## config.mk

```make
export PLATFORM = sky130hd
export DESIGN_NAME = rcfg_regs
export DESIGN_NICKNAME = d
export VERILOG_FILES = /design/src/hdl/rcfg_pkg.sv /design/src/hdl/rcfg_timer_prescaler.sv /design/src/hdl/rcfg_regs.sv
export SDC_FILE = /design/constraint.sdc
export NUM_CORES = 1
export LEC_CHECK = 0
export BUFFER_PORTS_ARGS = -buffer_cell sky130_fd_sc_hd__buf_2
export CAP_MARGIN = 0
export CORE_ASPECT_RATIO = 0.75
export CORE_MARGIN = 5
export CORE_UTILIZATION = 62
export CTS_CLUSTER_SIZE = 24
export DETAILED_ROUTE_END_ITERATION = 10
export HOLD_SLACK_MARGIN = 0.06
export PLACE_DENSITY_LB_ADDON = 0.1
export RECOVER_POWER = 100
export SLEW_MARGIN = 20
export SYNTH_ARGS = -nofsm -noshare
export SYNTH_HDL_FRONTEND = slang
export SYNTH_SLANG_ARGS = --single-unit
```

## constraint.sdc

```tcl
create_clock -name i_clk -period 9 [get_ports i_clk]
set_clock_uncertainty 0.2 [all_clocks]
set_input_delay 2.7 -clock i_clk [delete_from_list [all_inputs] [get_ports i_clk]]
set_output_delay 2.7 -clock i_clk [all_outputs]
set_load 0.02 [all_outputs]
```

## src/hdl/rcfg_pkg.sv

```systemverilog
// Constants for the reader configuration register bank
package rcfg_pkg;
  // Register indices; byte address is four times the index
  localparam logic [7:0] IDX_CRC_HIGH    = 8'h24;
  localparam logic [7:0] IDX_FIXED_A     = 8'h25;
  localparam logic [7:0] IDX_MON_SRC     = 8'h26;
  localparam logic [7:0] IDX_FIXED_B     = 8'h27;
  localparam logic [7:0] IDX_FIFO_LEVEL  = 8'h29;
  localparam logic [7:0] IDX_TIMER_CLK   = 8'h2A;
  localparam logic [7:0] IDX_TIMER_RLD   = 8'h2C;
  localparam logic [7:0] IDX_CONTROL     = 8'h30;
  localparam logic [7:0] IDX_STATUS      = 8'h31;
  // Reset values
  localparam logic [7:0] RST_CRC_HIGH    = 8'h63;
  localparam logic [7:0] RST_FIXED_A     = 8'h00;
  localparam logic [7:0] RST_FIXED_B     = 8'h00;
  localparam logic [7:0] RST_MON_SRC     = 8'h00;
  localparam logic [7:0] RST_FIFO_LEVEL  = 8'h08;
  localparam logic [7:0] RST_TIMER_CLK   = 8'h07;
  localparam logic [7:0] RST_TIMER_RLD   = 8'h0A;
  localparam logic [7:0] RST_CONTROL     = 8'h00;
  // Field positions
  localparam int MON_SEL_LSB   = 0;
  localparam int LEVEL_LSB     = 0;
  localparam int PRESC_LSB     = 0;
  localparam int AUTO_BIT      = 5;
  localparam int CTL_CRC_EN    = 0;
  localparam int CTL_SHORT_CRC = 1;
  localparam int ST_FULL       = 0;
  localparam int ST_EMPTY      = 1;
  localparam int ST_EXPIRED    = 2;
  localparam int ST_RUNNING    = 3;
  localparam int ST_COUNT_LSB  = 8;
  // Timer clock
  localparam int  READER_CLK_KHZ = 13560;
  localparam int  SYS_CLK_KHZ    = 40000;
  localparam logic [4:0] PRESC_MAX = 5'h15;
  // Monitor source codes
  typedef enum logic [2:0] {
    RCFG_MON_LOW     = 3'h0,
    RCFG_MON_HIGH    = 3'h1,
    RCFG_MON_MILLER  = 3'h2,
    RCFG_MON_SERIAL  = 3'h3,
    RCFG_MON_CARRIER = 3'h4,
    RCFG_MON_SUBCARR = 3'h5
  } rcfg_mon_t;
  // Timer states
  typedef enum logic [0:0] {
    RCFG_T_IDLE = 1'h0,
    RCFG_T_RUN  = 1'h1
  } rcfg_tstate_t;
endpackage : rcfg_pkg

```

## src/hdl/rcfg_timer_prescaler.sv

```systemverilog
// Timer tick generator: reader clock rate divided by a power of two
`timescale 1ns/100ps
module rcfg_timer_prescaler
  import rcfg_pkg::*;
(
  // Clock and reset
  input  wire logic       i_clk,
  input  wire logic       i_reset_n,
  // Control
  input  wire logic [4:0] i_exponent,
  // Tick
  output logic            o_tick
);
  localparam logic [15:0] ACC_STEP = 16'(READER_CLK_KHZ);
  localparam logic [15:0] ACC_WRAP = 16'(SYS_CLK_KHZ);

  logic [15:0] acc_reg;
  logic [15:0] acc_next;
  logic [20:0] div_reg;
  logic [20:0] div_next;
  logic        tick_reg;
  logic        tick_next;
  logic        base;
  logic [4:0]  expo;
  logic [20:0] mask;

  // Fractional accumulator recreates reader clock edges on the system clock
  always_comb
  begin
    base      = 1'b0;
    acc_next  = acc_reg + ACC_STEP;
    if (acc_next >= ACC_WRAP)
    begin
      acc_next = acc_next - ACC_WRAP;
      base     = 1'b1;
    end
    // Out of range exponents are clamped rather than aliased
    expo      = (i_exponent > PRESC_MAX) ? PRESC_MAX : i_exponent;
    mask      = 21'((22'h1 << expo) - 22'h1);
    div_next  = div_reg;
    tick_next = 1'b0;
    if (base)
    begin
      if ((div_reg & mask) == mask)
      begin
        div_next  = '0;
        tick_next = 1'b1;
      end
      else
      begin
        div_next = div_reg + 21'h1;
      end
    end
  end

  always_ff @(posedge i_clk or negedge i_reset_n)
  begin
    if (!i_reset_n)
    begin
      acc_reg  <= '0;
      div_reg  <= '0;
      tick_reg <= 1'b0;
    end
    else
    begin
      acc_reg  <= acc_next;
      div_reg  <= div_next;
      tick_reg <= tick_next;
    end
  end

  assign o_tick = tick_reg;
endmodule : rcfg_timer_prescaler

```

## src/hdl/rcfg_regs.sv

```systemverilog
// Reader configuration registers: CRC preset, monitor mux, FIFO levels, timer
//
// Functional notes
// - With CRC enabled, the high start byte is loaded at each tx, rx or CRC command start.
// - With short CRC selected, the high byte is ignored and only the low byte is used.
// - Monitor code 000 drives the pin low and 001 drives it high.
// - Code 010 gives the Miller envelope, 011 the serial data before Miller coding.
// - Codes 100 and 101 give the demodulator outputs, only for type A at base rate.
// - Nearly-full is set while free FIFO space is at or below the threshold.
// - Nearly-empty is set while FIFO fill is at or below the threshold.
// - With auto reload set, the timer reloads at the end of count and keeps going.
// - With auto reload clear, the timer stops at zero and sets the expired flag.
// - The timer ticks at the reader clock divided by two to the exponent.
// - A start loads the reload value; zero reload prevents the start.
// - Short CRC select means an 8-bit CRC, clear means 16-bit.
//
// Added by the designer: the Avalon-MM slave port.
`timescale 1ns/100ps
module rcfg_regs
  import rcfg_pkg::*;
#(
  parameter int FIFO_DEPTH = 64
)
(
  // Clock and reset
  input  wire logic        i_clk,
  input  wire logic        i_reset_n,
  // Avalon-MM slave
  input  wire logic [9:0]  i_avs_address,
  input  wire logic        i_avs_read,
  input  wire logic        i_avs_write,
  input  wire logic [31:0] i_avs_writedata,
  input  wire logic [3:0]  i_avs_byteenable,
  output logic [31:0]      o_avs_readdata,
  output logic             o_avs_waitrequest,
  // CRC engine side
  input  wire logic        i_tx_start,
  input  wire logic        i_rx_start,
  input  wire logic        i_crc_compute_command,
  input  wire logic [7:0]  i_crc_start_low_byte,
  output logic             o_crc_load,
  output logic [15:0]      o_crc_start_value,
  output logic             o_short_crc_select,
  // Monitor sources and pin
  input  wire logic        i_miller_envelope,
  input  wire logic        i_tx_serial_data,
  input  wire logic        i_carrier_demod,
  input  wire logic        i_subcarrier_demod,
  input  wire logic        i_type_a_base_rate,
  output logic             o_monitor_output_pin,
  // FIFO fill level and flags
  input  wire logic [6:0]  i_fifo_fill,
  output logic             o_fifo_nearly_full_flag,
  output logic             o_fifo_nearly_empty_flag,
  // Timer events and state
  input  wire logic        i_timer_start,
  input  wire logic        i_timer_stop,
  output logic             o_timer_expired_flag,
  output logic             o_timer_running
);

  // Bus state
  logic        wait_reg;
  logic        wait_next;
  logic [31:0] rdata_reg;
  logic [31:0] rdata_next;
  logic        req;
  logic        wr_now;
  logic [7:0]  idx;
  logic [7:0]  wbyte;

  // Register state
  logic [7:0] crc_high_reg;
  logic [7:0] crc_high_next;
  logic [7:0] fixed_a_reg;
  logic [7:0] fixed_a_next;
  logic [7:0] fixed_b_reg;
  logic [7:0] fixed_b_next;
  logic [7:0] mon_src_reg;
  logic [7:0] mon_src_next;
  logic [7:0] level_reg;
  logic [7:0] level_next;
  logic [7:0] tclk_reg;
  logic [7:0] tclk_next;
  logic [7:0] reload_reg;
  logic [7:0] reload_next;
  logic [7:0] ctrl_reg;
  logic [7:0] ctrl_next;
  logic       exp_clear;

  // Datapath outputs
  logic        crc_load_reg;
  logic        crc_load_next;
  logic [15:0] crc_val_reg;
  logic [15:0] crc_val_next;
  logic        mon_reg;
  logic        mon_next;
  logic        full_reg;
  logic        full_next;
  logic        empty_reg;
  logic        empty_next;
  logic [6:0]  free_space;
  logic [6:0]  threshold;

  // Timer state
  rcfg_tstate_t tstate_reg;
  rcfg_tstate_t tstate_next;
  logic [7:0]   tcount_reg;
  logic [7:0]   tcount_next;
  logic         expired_reg;
  logic         expired_next;
  logic         tick;

  // Bus: one wait cycle, then the request is answered and waitrequest drops
  always_comb
  begin
    req        = i_avs_read | i_avs_write;
    idx        = i_avs_address[9:2];
    wr_now     = i_avs_write & ~wait_reg & i_avs_byteenable[0];
    wbyte      = i_avs_writedata[7:0];
    wait_next  = ~(req & wait_reg);
    rdata_next = rdata_reg;
    if (req & wait_reg & i_avs_read)
    begin
      rdata_next = '0;
      case (idx)
        IDX_CRC_HIGH:   rdata_next[7:0] = crc_high_reg;
        IDX_FIXED_A:    rdata_next[7:0] = fixed_a_reg;
        IDX_MON_SRC:    rdata_next[7:0] = mon_src_reg;
        IDX_FIFO_LEVEL: rdata_next[7:0] = level_reg;
        IDX_TIMER_CLK:  rdata_next[7:0] = tclk_reg;
        IDX_TIMER_RLD:  rdata_next[7:0] = reload_reg;
        IDX_CONTROL:    rdata_next[7:0] = ctrl_reg;
        IDX_STATUS:
        begin
          rdata_next[ST_FULL]    = full_reg;
          rdata_next[ST_EMPTY]   = empty_reg;
          rdata_next[ST_EXPIRED] = expired_reg;
          rdata_next[ST_RUNNING] = (tstate_reg == RCFG_T_RUN);
          rdata_next[ST_COUNT_LSB +: 8] = tcount_reg;
        end
        // Write-only fixed register and unmapped words read as zero
        default:        rdata_next = '0;
      endcase
    end
  end

  always_ff @(posedge i_clk or negedge i_reset_n)
  begin
    if (!i_reset_n)
    begin
      wait_reg  <= 1'b1;
      rdata_reg <= '0;
    end
    else
    begin
      wait_reg  <= wait_next;
      rdata_reg <= rdata_next;
    end
  end

  // Register writes take effect on the edge where waitrequest is low
  always_comb
  begin
    crc_high_next = crc_high_reg;
    fixed_a_next  = fixed_a_reg;
    fixed_b_next  = fixed_b_reg;
    mon_src_next  = mon_src_reg;
    level_next    = level_reg;
    tclk_next     = tclk_reg;
    reload_next   = reload_reg;
    ctrl_next     = ctrl_reg;
    exp_clear     = 1'b0;
    if (wr_now)
    begin
      case (idx)
        IDX_CRC_HIGH:   crc_high_next = wbyte;
        IDX_FIXED_A:    fixed_a_next  = wbyte;
        IDX_FIXED_B:    fixed_b_next  = wbyte;
        IDX_MON_SRC:    mon_src_next  = wbyte;
        IDX_FIFO_LEVEL: level_next    = wbyte;
        IDX_TIMER_CLK:  tclk_next     = wbyte;
        IDX_TIMER_RLD:  reload_next   = wbyte;
        IDX_CONTROL:    ctrl_next     = wbyte;
        IDX_STATUS:     exp_clear     = wbyte[ST_EXPIRED];
        default:        exp_clear     = 1'b0;
      endcase
    end
  end

  always_ff @(posedge i_clk or negedge i_reset_n)
  begin
    if (!i_reset_n)
    begin
      crc_high_reg <= RST_CRC_HIGH;
      fixed_a_reg  <= RST_FIXED_A;
      fixed_b_reg  <= RST_FIXED_B;
      mon_src_reg  <= RST_MON_SRC;
      level_reg    <= RST_FIFO_LEVEL;
      tclk_reg     <= RST_TIMER_CLK;
      reload_reg   <= RST_TIMER_RLD;
      ctrl_reg     <= RST_CONTROL;
    end
    else
    begin
      crc_high_reg <= crc_high_next;
      fixed_a_reg  <= fixed_a_next;
      fixed_b_reg  <= fixed_b_next;
      mon_src_reg  <= mon_src_next;
      level_reg    <= level_next;
      tclk_reg     <= tclk_next;
      reload_reg   <= reload_next;
      ctrl_reg     <= ctrl_next;
    end
  end

  // CRC preset, monitor mux and FIFO flags
  always_comb
  begin
    crc_load_next = ctrl_reg[CTL_CRC_EN] &
                    (i_tx_start | i_rx_start | i_crc_compute_command);
    crc_val_next  = crc_val_reg;
    if (crc_load_next)
    begin
      if (ctrl_reg[CTL_SHORT_CRC])
      begin
        crc_val_next = {8'h00, i_crc_start_low_byte};
      end
      else
      begin
        crc_val_next = {crc_high_reg, i_crc_start_low_byte};
      end
    end
    case (mon_src_reg[MON_SEL_LSB +: 3])
      RCFG_MON_LOW:     mon_next = 1'b0;
      RCFG_MON_HIGH:    mon_next = 1'b1;
      RCFG_MON_MILLER:  mon_next = i_miller_envelope;
      RCFG_MON_SERIAL:  mon_next = i_tx_serial_data;
      // Demodulator taps mean nothing outside type A base rate, so hold low
      RCFG_MON_CARRIER: mon_next = i_carrier_demod & i_type_a_base_rate;
      RCFG_MON_SUBCARR: mon_next = i_subcarrier_demod & i_type_a_base_rate;
      default:          mon_next = 1'b0;
    endcase
    threshold  = {1'b0, level_reg[LEVEL_LSB +: 6]};
    free_space = 7'(FIFO_DEPTH) - i_fifo_fill;
    full_next  = (free_space <= threshold);
    empty_next = (i_fifo_fill <= threshold);
  end

  always_ff @(posedge i_clk or negedge i_reset_n)
  begin
    if (!i_reset_n)
    begin
      crc_load_reg <= 1'b0;
      crc_val_reg  <= '0;
      mon_reg      <= 1'b0;
      full_reg     <= 1'b0;
      empty_reg    <= 1'b1;
    end
    else
    begin
      crc_load_reg <= crc_load_next;
      crc_val_reg  <= crc_val_next;
      mon_reg      <= mon_next;
      full_reg     <= full_next;
      empty_reg    <= empty_next;
    end
  end

  rcfg_timer_prescaler i_rcfg_timer_prescaler
  (
    .i_clk      (i_clk),
    .i_reset_n  (i_reset_n),
    .i_exponent (tclk_reg[PRESC_LSB +: 5]),
    .o_tick     (tick)
  );

  // Timer: a start with nonzero reload also restarts a running timer; stop wins over start
  always_comb
  begin
    tstate_next  = tstate_reg;
    tcount_next  = tcount_reg;
    expired_next = expired_reg & ~exp_clear;
    if (i_timer_stop)
    begin
      tstate_next = RCFG_T_IDLE;
    end
    else if (i_timer_start)
    begin
      if (reload_reg != 8'h00)
      begin
        tstate_next = RCFG_T_RUN;
        tcount_next = reload_reg;
      end
    end
    else
    begin
      case (tstate_reg)
        RCFG_T_RUN:
        begin
          if (tick)
          begin
            if (tcount_reg > 8'h01)
            begin
              tcount_next = tcount_reg - 8'h01;
            end
            else if (tclk_reg[AUTO_BIT])
            begin
              tcount_next = reload_reg;
            end
            else
            begin
              tcount_next  = 8'h00;
              tstate_next  = RCFG_T_IDLE;
              expired_next = 1'b1;
            end
          end
        end
        default:
        begin
          tstate_next = RCFG_T_IDLE;
        end
      endcase
    end
  end

  always_ff @(posedge i_clk or negedge i_reset_n)
  begin
    if (!i_reset_n)
    begin
      tstate_reg  <= RCFG_T_IDLE;
      tcount_reg  <= '0;
      expired_reg <= 1'b0;
    end
    else
    begin
      tstate_reg  <= tstate_next;
      tcount_reg  <= tcount_next;
      expired_reg <= expired_next;
    end
  end

  // Outputs
  assign o_avs_readdata           = rdata_reg;
  assign o_avs_waitrequest        = wait_reg;
  assign o_crc_load               = crc_load_reg;
  assign o_crc_start_value        = crc_val_reg;
  assign o_short_crc_select       = ctrl_reg[CTL_SHORT_CRC];
  assign o_monitor_output_pin     = mon_reg;
  assign o_fifo_nearly_full_flag  = full_reg;
  assign o_fifo_nearly_empty_flag = empty_reg;
  assign o_timer_expired_flag     = expired_reg;
  assign o_timer_running          = (tstate_reg == RCFG_T_RUN);
endmodule : rcfg_regs

```

# Yosys cells after proc, flatten, opt, wreduce, memory -nomap -nowiden
# Cells that the tools add are included.
# classes
n_addsub,6
mul,0
div,0
magnitude_cmp,5
eq_ne,16
shift,1
n_mux,32
bitwise,16
n_reduce_logical,11
# ops
op,n
8-bit by 6-bit equality test with 1-bit output (second input constant),8
8-bit two-way mux,7
16-bit two-way mux,2
4-bit one-hot mux with 8 select lines,1
4-bit one-hot mux with 7 select lines,1
21-bit by 1-bit adder with 21-bit output (second input constant),1
21-bit AND,1
21-bit equality test,1
21-bit two-way mux,1
1-bit by 5-bit left shift with 21-bit output (first input constant),1
21-bit by 1-bit subtractor with 21-bit output (second input constant),1
1-bit two-way mux,18
16-bit by 14-bit adder with 16-bit output (second input constant),1
16-bit >= comparator (second input constant),1
16-bit subtractor (second input constant),1
7-bit by 6-bit less-or-equal comparator with 1-bit output,2
2-bit AND reduction,7
1-bit AND,8
8-bit by 1-bit > comparator with 1-bit output (second input constant),1
8-bit nonzero test,1
8-bit by 1-bit subtractor with 8-bit output (second input constant),1
7-bit subtractor (first input constant),1
3-bit by 2-bit equality test with 1-bit output (second input constant),2
3-bit equality test (second input constant),2
10 further kinds,16
# word_totals
regBits,141
latch_bits,0
mem_bits_rw,0
romBits,0
output_inout_bits,56
mem_count,0

# Logic depth before layout (Yosys ltp)
# Gate-level depths: netlist of the first run.
# logic_depth
ltp_word,12
mapped_depth,14
mapped_depth_nobuf,11

# Cells and area by module
# A second synthesis of the first run with hierarchy kept.
# hier_totals
cells_unflattened,821
area_unflattened_um2,7980.2
# by_module_without_submodules
module,n_inst,cells_each,area_per_inst_um2
rcfg_regs,1,491,5222.5
rcfg_timer_prescaler,1,330,2757.6

# Worst setup path after synthesis of the first run
# No wires, ideal clock.
# synth_path
path_kind,input to register
from,input i_avs_address[9]
to,register mon_src_reg[0]
setup_ns,0.125
arrival_ns,4.223
setup_slack_ns,4.452
stages,6
cell_sequence,nor2_1 -> nand4b_1 -> nor2_1 -> nand2_1 -> nor2_1 -> mux2_2
# synth_between
elab_chain_cells,2
# synth_lines
item,line,rtl
start: declaration,rcfg_regs.sv:29,"input wire logic [9:0] i_avs_address,"
8-bit by 6-bit equality test with 1-bit output,rcfg_regs.sv:176,case (idx)
2-bit AND reduction (no source line),--,
end signal: assignment,rcfg_regs.sv:209,mon_src_reg <= mon_src_next;
end: declaration,rcfg_regs.sv:79,logic [7:0] mon_src_reg;
# Every way passes these cells.
# A chain may end at the register's enable or synchronous reset.

==> results.md, run 1 <==
* Reg-to-Reg End: i_rcfg_timer_prescaler.div_reg[0]
* Initial DRC count at 437
* Worst min path class: register to register
* Std cell rows at 35
* Met3 Wirelength at 1310 um
* CP delay by family, top: buffers and inverters
* Synth cell types at 85
* CTS tree: done
* Failing checks: capacitance limit, slew limit
* Reg2reg setup slack at around 3800 ps
* Worst-case vdd ir drop at around 190 uV
* Max incr delay on CP at 2490 ps
* Gr usage total at 0.272
* Pleak at between 3 and 4 nW
* Pwr per Cell Area at 188 nW/um^2
* GPL Wtd Cong at slightly below 0.9
* Area of the mapped netlist at around 8000 um^2
* Synth top area share at 0.396
* Worst-Skew Late Latency at between 400 and 500 ps
* Max_cap viols at 2
* Synth top area cells: dfrtp_1 (40%), mux2_2 (7.8%), dfstp_2 (4.0%), nand2_1 (3.9%), o21ai_0 (3.2%)
* Fill cells at 960
* Seq cells post-synth at ~140
* Core Region at 12400 um^2
* CP required at 9230 ps
* I/O pins at 131
* Synth-to-layout area growth at 11.0%
* Largest net degree at the start of global routing at 73
* Hold path startpoint: o_avs_readdata[11]
* Pint at 1.16 mW
* Total iterations of the first detailed-routing run at 5
* Final Cycle Share at 0.672
* Global route total overflow at 0
* Post-synth top area cell: dfrtp_1
* Critical Path Sink Type: async pin
* Crit path max-delay cell type: clkbuf_1
* Antenna diodes at 0
* Initial core utilization at 0.640
* DR vias/cell at 6.26
* Asr flop ratio synth at 1.00
* Antenna viol nets, final at 0
* Maximum fanout along the worst path at 72
* Fraction of layout cells with a size suffix above 1 at 0.169
* I/O Buffers at 85
* Clock network power share at 0.432
* CTS max path bufs at 2
* Reg2reg start: i_rcfg_timer_prescaler.acc_reg[3]
* Fin. Hold Viols at 0
* Worst Tran Pin Value at 3580 ps
* Global-route wire length before repair at ~33000 um
* Utilization after layout at 0.710
* Max Used Layer: met4
* Cell depth of the worst hold path at 2
* # hold bufs at CTS at 0
* Max Fclk at about 170 MHz
* Worst rel slew slack at -1.39
* Commonest register cell after synthesis: dfrtp_1
* Cell chain of the critical path: clkbuf_1 > buf_4
* Startpoint Class: input pin
* Setup TNS at 0 ps
* Unrepaired setup endpoints after global routing: false
* Resize count post-CTS at 0
* Worst path buffer plus inverter count at 2
* H-tree Lvls at 4
* Sequential power share at 0.424
* Total CTS buffers at 17
* Critical path class: input pin to async pin
* Final setup viols at 0
* Sequential area share after synthesis at 0.436
* Avg Cell Area, Syn at roughly 9.7 um^2
* WP data arrival at 6280 ps
* Max FFs per register at 21
* Die width at 141 um
* Clock transition at the registers of the reported paths at 60 ps
* Vias in the first global route at 6494
* Fin nets at just under 1000
* Status: finished with violations
* Sw frac at 0.303
* Post-Route WL at 20100 um
* CTS Root Cell: clkbuf_16
* Drt drc at 0
* Avg WL per Cell at 18.9 um
* Hold worst-path end: o_avs_readdata[11]
* Hpwl dp at about 14000 um
* Yosys warnings at 0
* Pins Over Slew Limit at 78
* Die area at 15200 um^2
* Worst R2R Path Depth at 11
* Number of synthesized flops with an enable pin at 0
* Die extent in y at ~110 um
* P_sw at 503 uW
* Post-layout min period at around 6000 ps
* Via Count at 6658
* Setup bufs post-CTS at 0
* DR WL met2 at roughly 9400 um
* Syn Inst Count at 820
* Post-Route M1 WL at 9200 um
* Initial antenna violation count at 0
* Combinational share of power at 0.144
* Clock Sinks at ~140
==> layer usage <==
layer,vias to the layer above,GRT usage
met5,-,0
met4,0,0.0650
met3,15,0.0561
met2,248,0.428
met1,3296,0.389
li1,3099,-
==> Yosys cell counts, drive strengths merged (9+ instances only) <==
| cell type | n |
|---|---|
| dfstp | 12 |
| a21oi | 30 |
| inv | 26 |
| dfrtp | 126 |
| nor2 | 56 |
| o21ai | 66 |
| nand2 | 83 |
| nor2b | 11 |
| nand4 | 11 |
| nor3 | 25 |
| nand3 | 27 |
| buf | 37 |
| xnor2 | 12 |
| mux2 | 55 |
| clkbuf | 19 |
| ha | 19 |
| nand2b | 19 |
| mux2i | 11 |
| a22o | 19 |
| a31oi | 10 |
| a21o | 9 |
| nor4 | 9 |
==> placed cells by master (no fill, tap or decap), types with 6 or more instances in the layout <==
master and count:
or3_1 7, clkbuf_16 17, xnor2_1 12, a31oi_1 10, inv_1 26, xor2_1 7
conb_1 16, ha_1 19, mux2_2 53, nand4_1 11, and3_1 7, buf_2 40
a21oi_1 30, nand2_1 83, nand2b_1 18, nand3_1 27, clkbuf_1 46, o21a_1 8
mux2i_1 11, nor2_1 55, a22o_1 19, dfstp_2 12, nor4_1 7, nand3b_1 6
a21o_1 9, a211oi_1 6, nor3_1 24, a22oi_1 8, dfrtp_1 126, o21ai_0 61
nor2b_1 11
==> metrics by stage <==
step / setup WS [ps] / area (um^2) / instances / power (mW) / hold WS [ps]
finish: 2950 / 8830 / 1064 / 1.66 / 269
global route: 2120 / 8830 / 1064 / 1.74 / 281
CTS: 4090 / 8960 / 1064 / 1.67 / 265
detailed placement: 3720 / 8350 / 1032 / 0.954 / 250
global placement: 3820 / 8350 / 1032 / 0.940 / 244
floorplan: 4450 / 8020 / 835 / 0.879 / 273
==> power groups by stage <==
stage / clock (mW) / combinational (mW) / sequential (mW)
after floorplan: 0 / 0.159 / 0.720
after CTS: 0.727 / 0.245 / 0.702
after global routing: 0.761 / 0.265 / 0.709
after detailed placement: 0 / 0.242 / 0.713
final: 0.718 / 0.239 / 0.704
after global placement: 0 / 0.230 / 0.710
==> cells by family (layout without fill, tap and decap cells) <==
logic type,count (synthesis),count (layout),share of synthesized area
xor+xnor,19,19,0.0209
simple gates,295,295,0.197
flops,138,138,0.436
buf+inv,83,146,0.0530
other cells,1,16,0.000471
compound gates,199,199,0.172
mux,66,66,0.0917
fa+ha+maj,19,19,0.0299
==> final cells by class <==
type	instances	area, um^2	share of cell area
clock buffer	17	425	0.0482
clock inverter	15	183	0.0207
inverter	27	101	0.0115
multi-input combinational	614	4070	0.460
sequential	138	3470	0.393
tap	166	208	0.0235
timing repair buffer	87	380	0.0431
==> worst max path at each step <==
stage                          start             end  slack (ps)  cells after the start
floorplan           i_avs_address[9]  mon_src_reg[0]        4450                      6
global placement    i_avs_address[9]  mon_src_reg[7]        3820                      7
detailed placement  i_avs_address[9]  mon_src_reg[4]        3720                      7
CTS                 i_avs_address[9]  mon_src_reg[4]        4090                      7
global route               i_reset_n     ctrl_reg[3]        2120                      2
finish                     i_reset_n   reload_reg[2]        2950                      2
Note: power is estimated with default switching activity, not from simulation.
==> inputs of run 2 (changes only) <==
--- a/config.mk
+++ b/config.mk
@@ -5,11 +5,12 @@
 export SDC_FILE = /design/constraint.sdc
 export NUM_CORES = 1
 export LEC_CHECK = 0
+export ABC_AREA = 1
 export BUFFER_PORTS_ARGS = -buffer_cell sky130_fd_sc_hd__buf_2
 export CAP_MARGIN = 0
 export CORE_ASPECT_RATIO = 0.75
 export CORE_MARGIN = 5
-export CORE_UTILIZATION = 62
+export CORE_UTILIZATION = 52
 export CTS_CLUSTER_SIZE = 24
 export DETAILED_ROUTE_END_ITERATION = 10
 export HOLD_SLACK_MARGIN = 0.06
==> constraint.sdc (replaced) <==
create_clock -name i_clk -period 5.2 [get_ports i_clk]
set_clock_uncertainty 0.2 [all_clocks]
set_input_delay 1.56 -clock i_clk [delete_from_list [all_inputs] [get_ports i_clk]]
set_output_delay 1.56 -clock i_clk [all_outputs]
set_load 0.02 [all_outputs]
==> run 2 against run 1 <==
- the flow still finishes with violations (capacitance limit, slew limit)
- utilization decreased by 11 points
- power increased by 67%
- via count increased by 14%
- critical path depth increased by 12
- sequential power increased by 68%
- hold slack improved by 11 ps
- sequential share of layout area decreased by 1.6 points
- final cell count increased by 32%
- first-iteration DRC count increased by 46%
- non-clock buffer count unchanged
- combinational power increased by 63%
- count of clock-buffer cells in the layout increased by 2
==> results.md, run 2 <==
* Status: finished with violations
* Failing checks: capacitance limit, slew limit
* Fin. Hold Viols at 0
* I/O pins at 131
* Post-Synth Simple-Gate Area at 0.291
* H-tree Lvls at 4
* Die extent in y at 119 um
* Post-layout min period at approximately 3700 ps
* Post-Route WL at 21000 um
* Resize count post-CTS at 0
* GPL Wtd Cong at 0.896
* Adder-cell share of the synthesized area at 0.0290
* Placed insts at 1371
* Fin nets at 1279
* Fraction of layout cells with a size suffix above 1 at 0.0943
* Critical path class: register to register
* Clock transition at the registers of the reported paths at 60 ps
* Drt drc at 0
* Synth-to-layout area growth at 12.2%
* Commonest register cell after synthesis: dfrtp_1
* CTS max path bufs at 2
* Clock Sinks at 138
* Count leader, synth: nand2_1
* Gr usage total at 0.233
* Final setup viols at 0
* Post-synth top area cell: dfrtp_1
* Avg Cell Area, Syn at 7.39 um^2
* Die width at 155 um
* DR vias/cell at 5.40
* Cell chain of the critical path: inv_1 > ha_1 > nand3_1 > nand2_1 > nand2_1 > nand2_1 > nand3_1 > nand2_1 > xnor2_1 > inv_1 > nor2_8 > nand4_1 > nand2_1 > inv_1
* Dpl ws at 1670 ps
* Std cell rows at 39
* Maximum fanout along the worst path at 27
* Area of the mapped netlist at 8200 um^2
* Synth Area in Compound Gates at 0.118
* Final WS setup at 1470 ps
* Post-route insts no fill at about 1400
* Initial core utilization at 0.533
* Vias in the first global route at a little under 7000
* Antenna diodes at 0
* Worst R2R Path Depth at 14
* Unrepaired setup endpoints after global routing: false
* Utilization after layout at 0.598
* Commonest non-fill, non-tap cells in the layout: nand2_1 (319), inv_1 (148), dfrtp_1 (126), o21ai_0 (106), nand3_1 (72)
* Synth cell types at 46
* Antenna viol nets, final at 0
* Max FFs per register at 21
* Top cells by count, synth: nand2_1 (318), inv_1 (147), dfrtp_1 (126), o21ai_0 (106), nand3_1 (71)
* Hpwl dp at 15400 um
* Max incr delay on CP at ~770 ps
* Pins Over Slew Limit at 87
* Worst-case vdd ir drop at 219 uV
* Initial DRC count at around 640
* Max Fclk at 268 MHz
* Sequential area share after synthesis at 0.423
* Setup TNS at 0 ps
* # hold bufs at CTS at 0
* Pwr per Cell Area at ~300 nW/um^2
* CTS Root Cell: clkbuf_16
* Synth top area cells: dfrtp_1 (38%), nand2_1 (15%), inv_1 (6.7%), o21ai_0 (6.5%), nand3_1 (4.3%)
* Synth top area share at 0.385
* Setup bufs post-CTS at 0
* CP required at roughly 5300 ps
* Core Region at 15400 um^2
* Worst Tran Pin Value at 2110 ps
* Die area at 18400 um^2
* Syn Inst Count at 1109
* Mux cell area share after synthesis at 0
* Pleak at 4.49 nW
* Cell depth of the worst hold path at 2
* Avg WL per Cell at 15.0 um
* Design Power at 2.77 mW
* Largest net degree at the start of global routing at a little under 90
* Post-DP Area at around 8700 um^2
* Crit path max-delay cell type: xnor2_1
* Global route total overflow at 0
* Via Count at ~7600
* CTS tree: done
* Final instance area at between 9000 and 10000 um^2
* I/O Buffers at 85
* Hold WS at between 200 and 300 ps
* Seq cells post-synth at between 100 and 150
* Max_cap viols at 1
* Xor/xnor share of the synthesized area at 0.0319
* Total iterations of the first detailed-routing run at 8
* Startpoint Class: register
* Final Cycle Share at 0.716
* Worst rel slew slack at -0.407
* CP dominant cell by count: nand2_1
* Worst-Skew Late Latency at about 430 ps
* Commonest non-fill, non-tap cell in the layout: nand2_1
* Number of synthesized flops with an enable pin at 0
* Asr flop ratio synth at 1.00
* Worst min path class: register to register
* Initial antenna violation count at 0
* WP data arrival at ~3900 ps
* Critical Path Sink Type: register
* Global-route wire length before repair at about 35000 um
* Yosys warnings at 0
* Total CTS buffers at 17
* Largest family of logic cells by synthesized area: simple AND/OR/NAND/NOR gates
[run 2: cell type report]
type | instances | area [um^2]
Sequential cell | 138 | 3470
Fill cell | 1493 | 6170
Tap cell | 205 | 256
Multi-Input combinational cell | 782 | 3900
Inverter | 159 | 602
Clock inverter | 13 | 146
Clock buffer | 19 | 443
Timing Repair Buffer | 87 | 385
[run 2: report_power, final]
group | total (mW) | switching [mW] | internal, mW
clock network | 1.21 | 0.485 | 0.721
logic | 0.389 | 0.269 | 0.121
registers | 1.18 | 0.0440 | 1.13
[run 2: metal layers]
layer,part of all wire,global-route usage,up-vias
met5,0,0,-
met4,0.013,0.0684,0
met2,0.39,0.305,311
met1,0.51,0.383,3490
met3,0.089,0.0464,28
li1,-,-,3742
[run 2: worst paths after layout]
path | start | end | slack, ps
max | i_rcfg_timer_prescaler.acc_reg[3] | i_rcfg_timer_prescaler.div_reg[9] | 1470
max in group asynchronous | i_reset_n | o_avs_readdata[11] | 1510
min in group asynchronous | i_reset_n | crc_high_reg[7] | 860
min | o_crc_start_value[0] | o_crc_start_value[0] | 280
max reg2reg | i_rcfg_timer_prescaler.acc_reg[3] | i_rcfg_timer_prescaler.div_reg[9] | 1470
min reg2reg | o_crc_start_value[0] | o_crc_start_value[0] | 280
[run 2: cell families after synthesis]
family / after synthesis
XOR/XNOR: 29
AND/OR/NAND/NOR: 546
other: 1
AO/OA/AOI/OAI: 172
flip-flops: 138
adder cells (fa/ha/maj): 19
buffers and inverters: 204
[run 2: critical path, delay by kind of cell (launching register included)]
kind                     cells  cell delay (ps)
XOR/XNOR                     1              770
adder cells (fa/ha/maj)      1              280
buffers and inverters        3              450
flip-flops                   1              380
AND/OR/NAND/NOR              9             1540
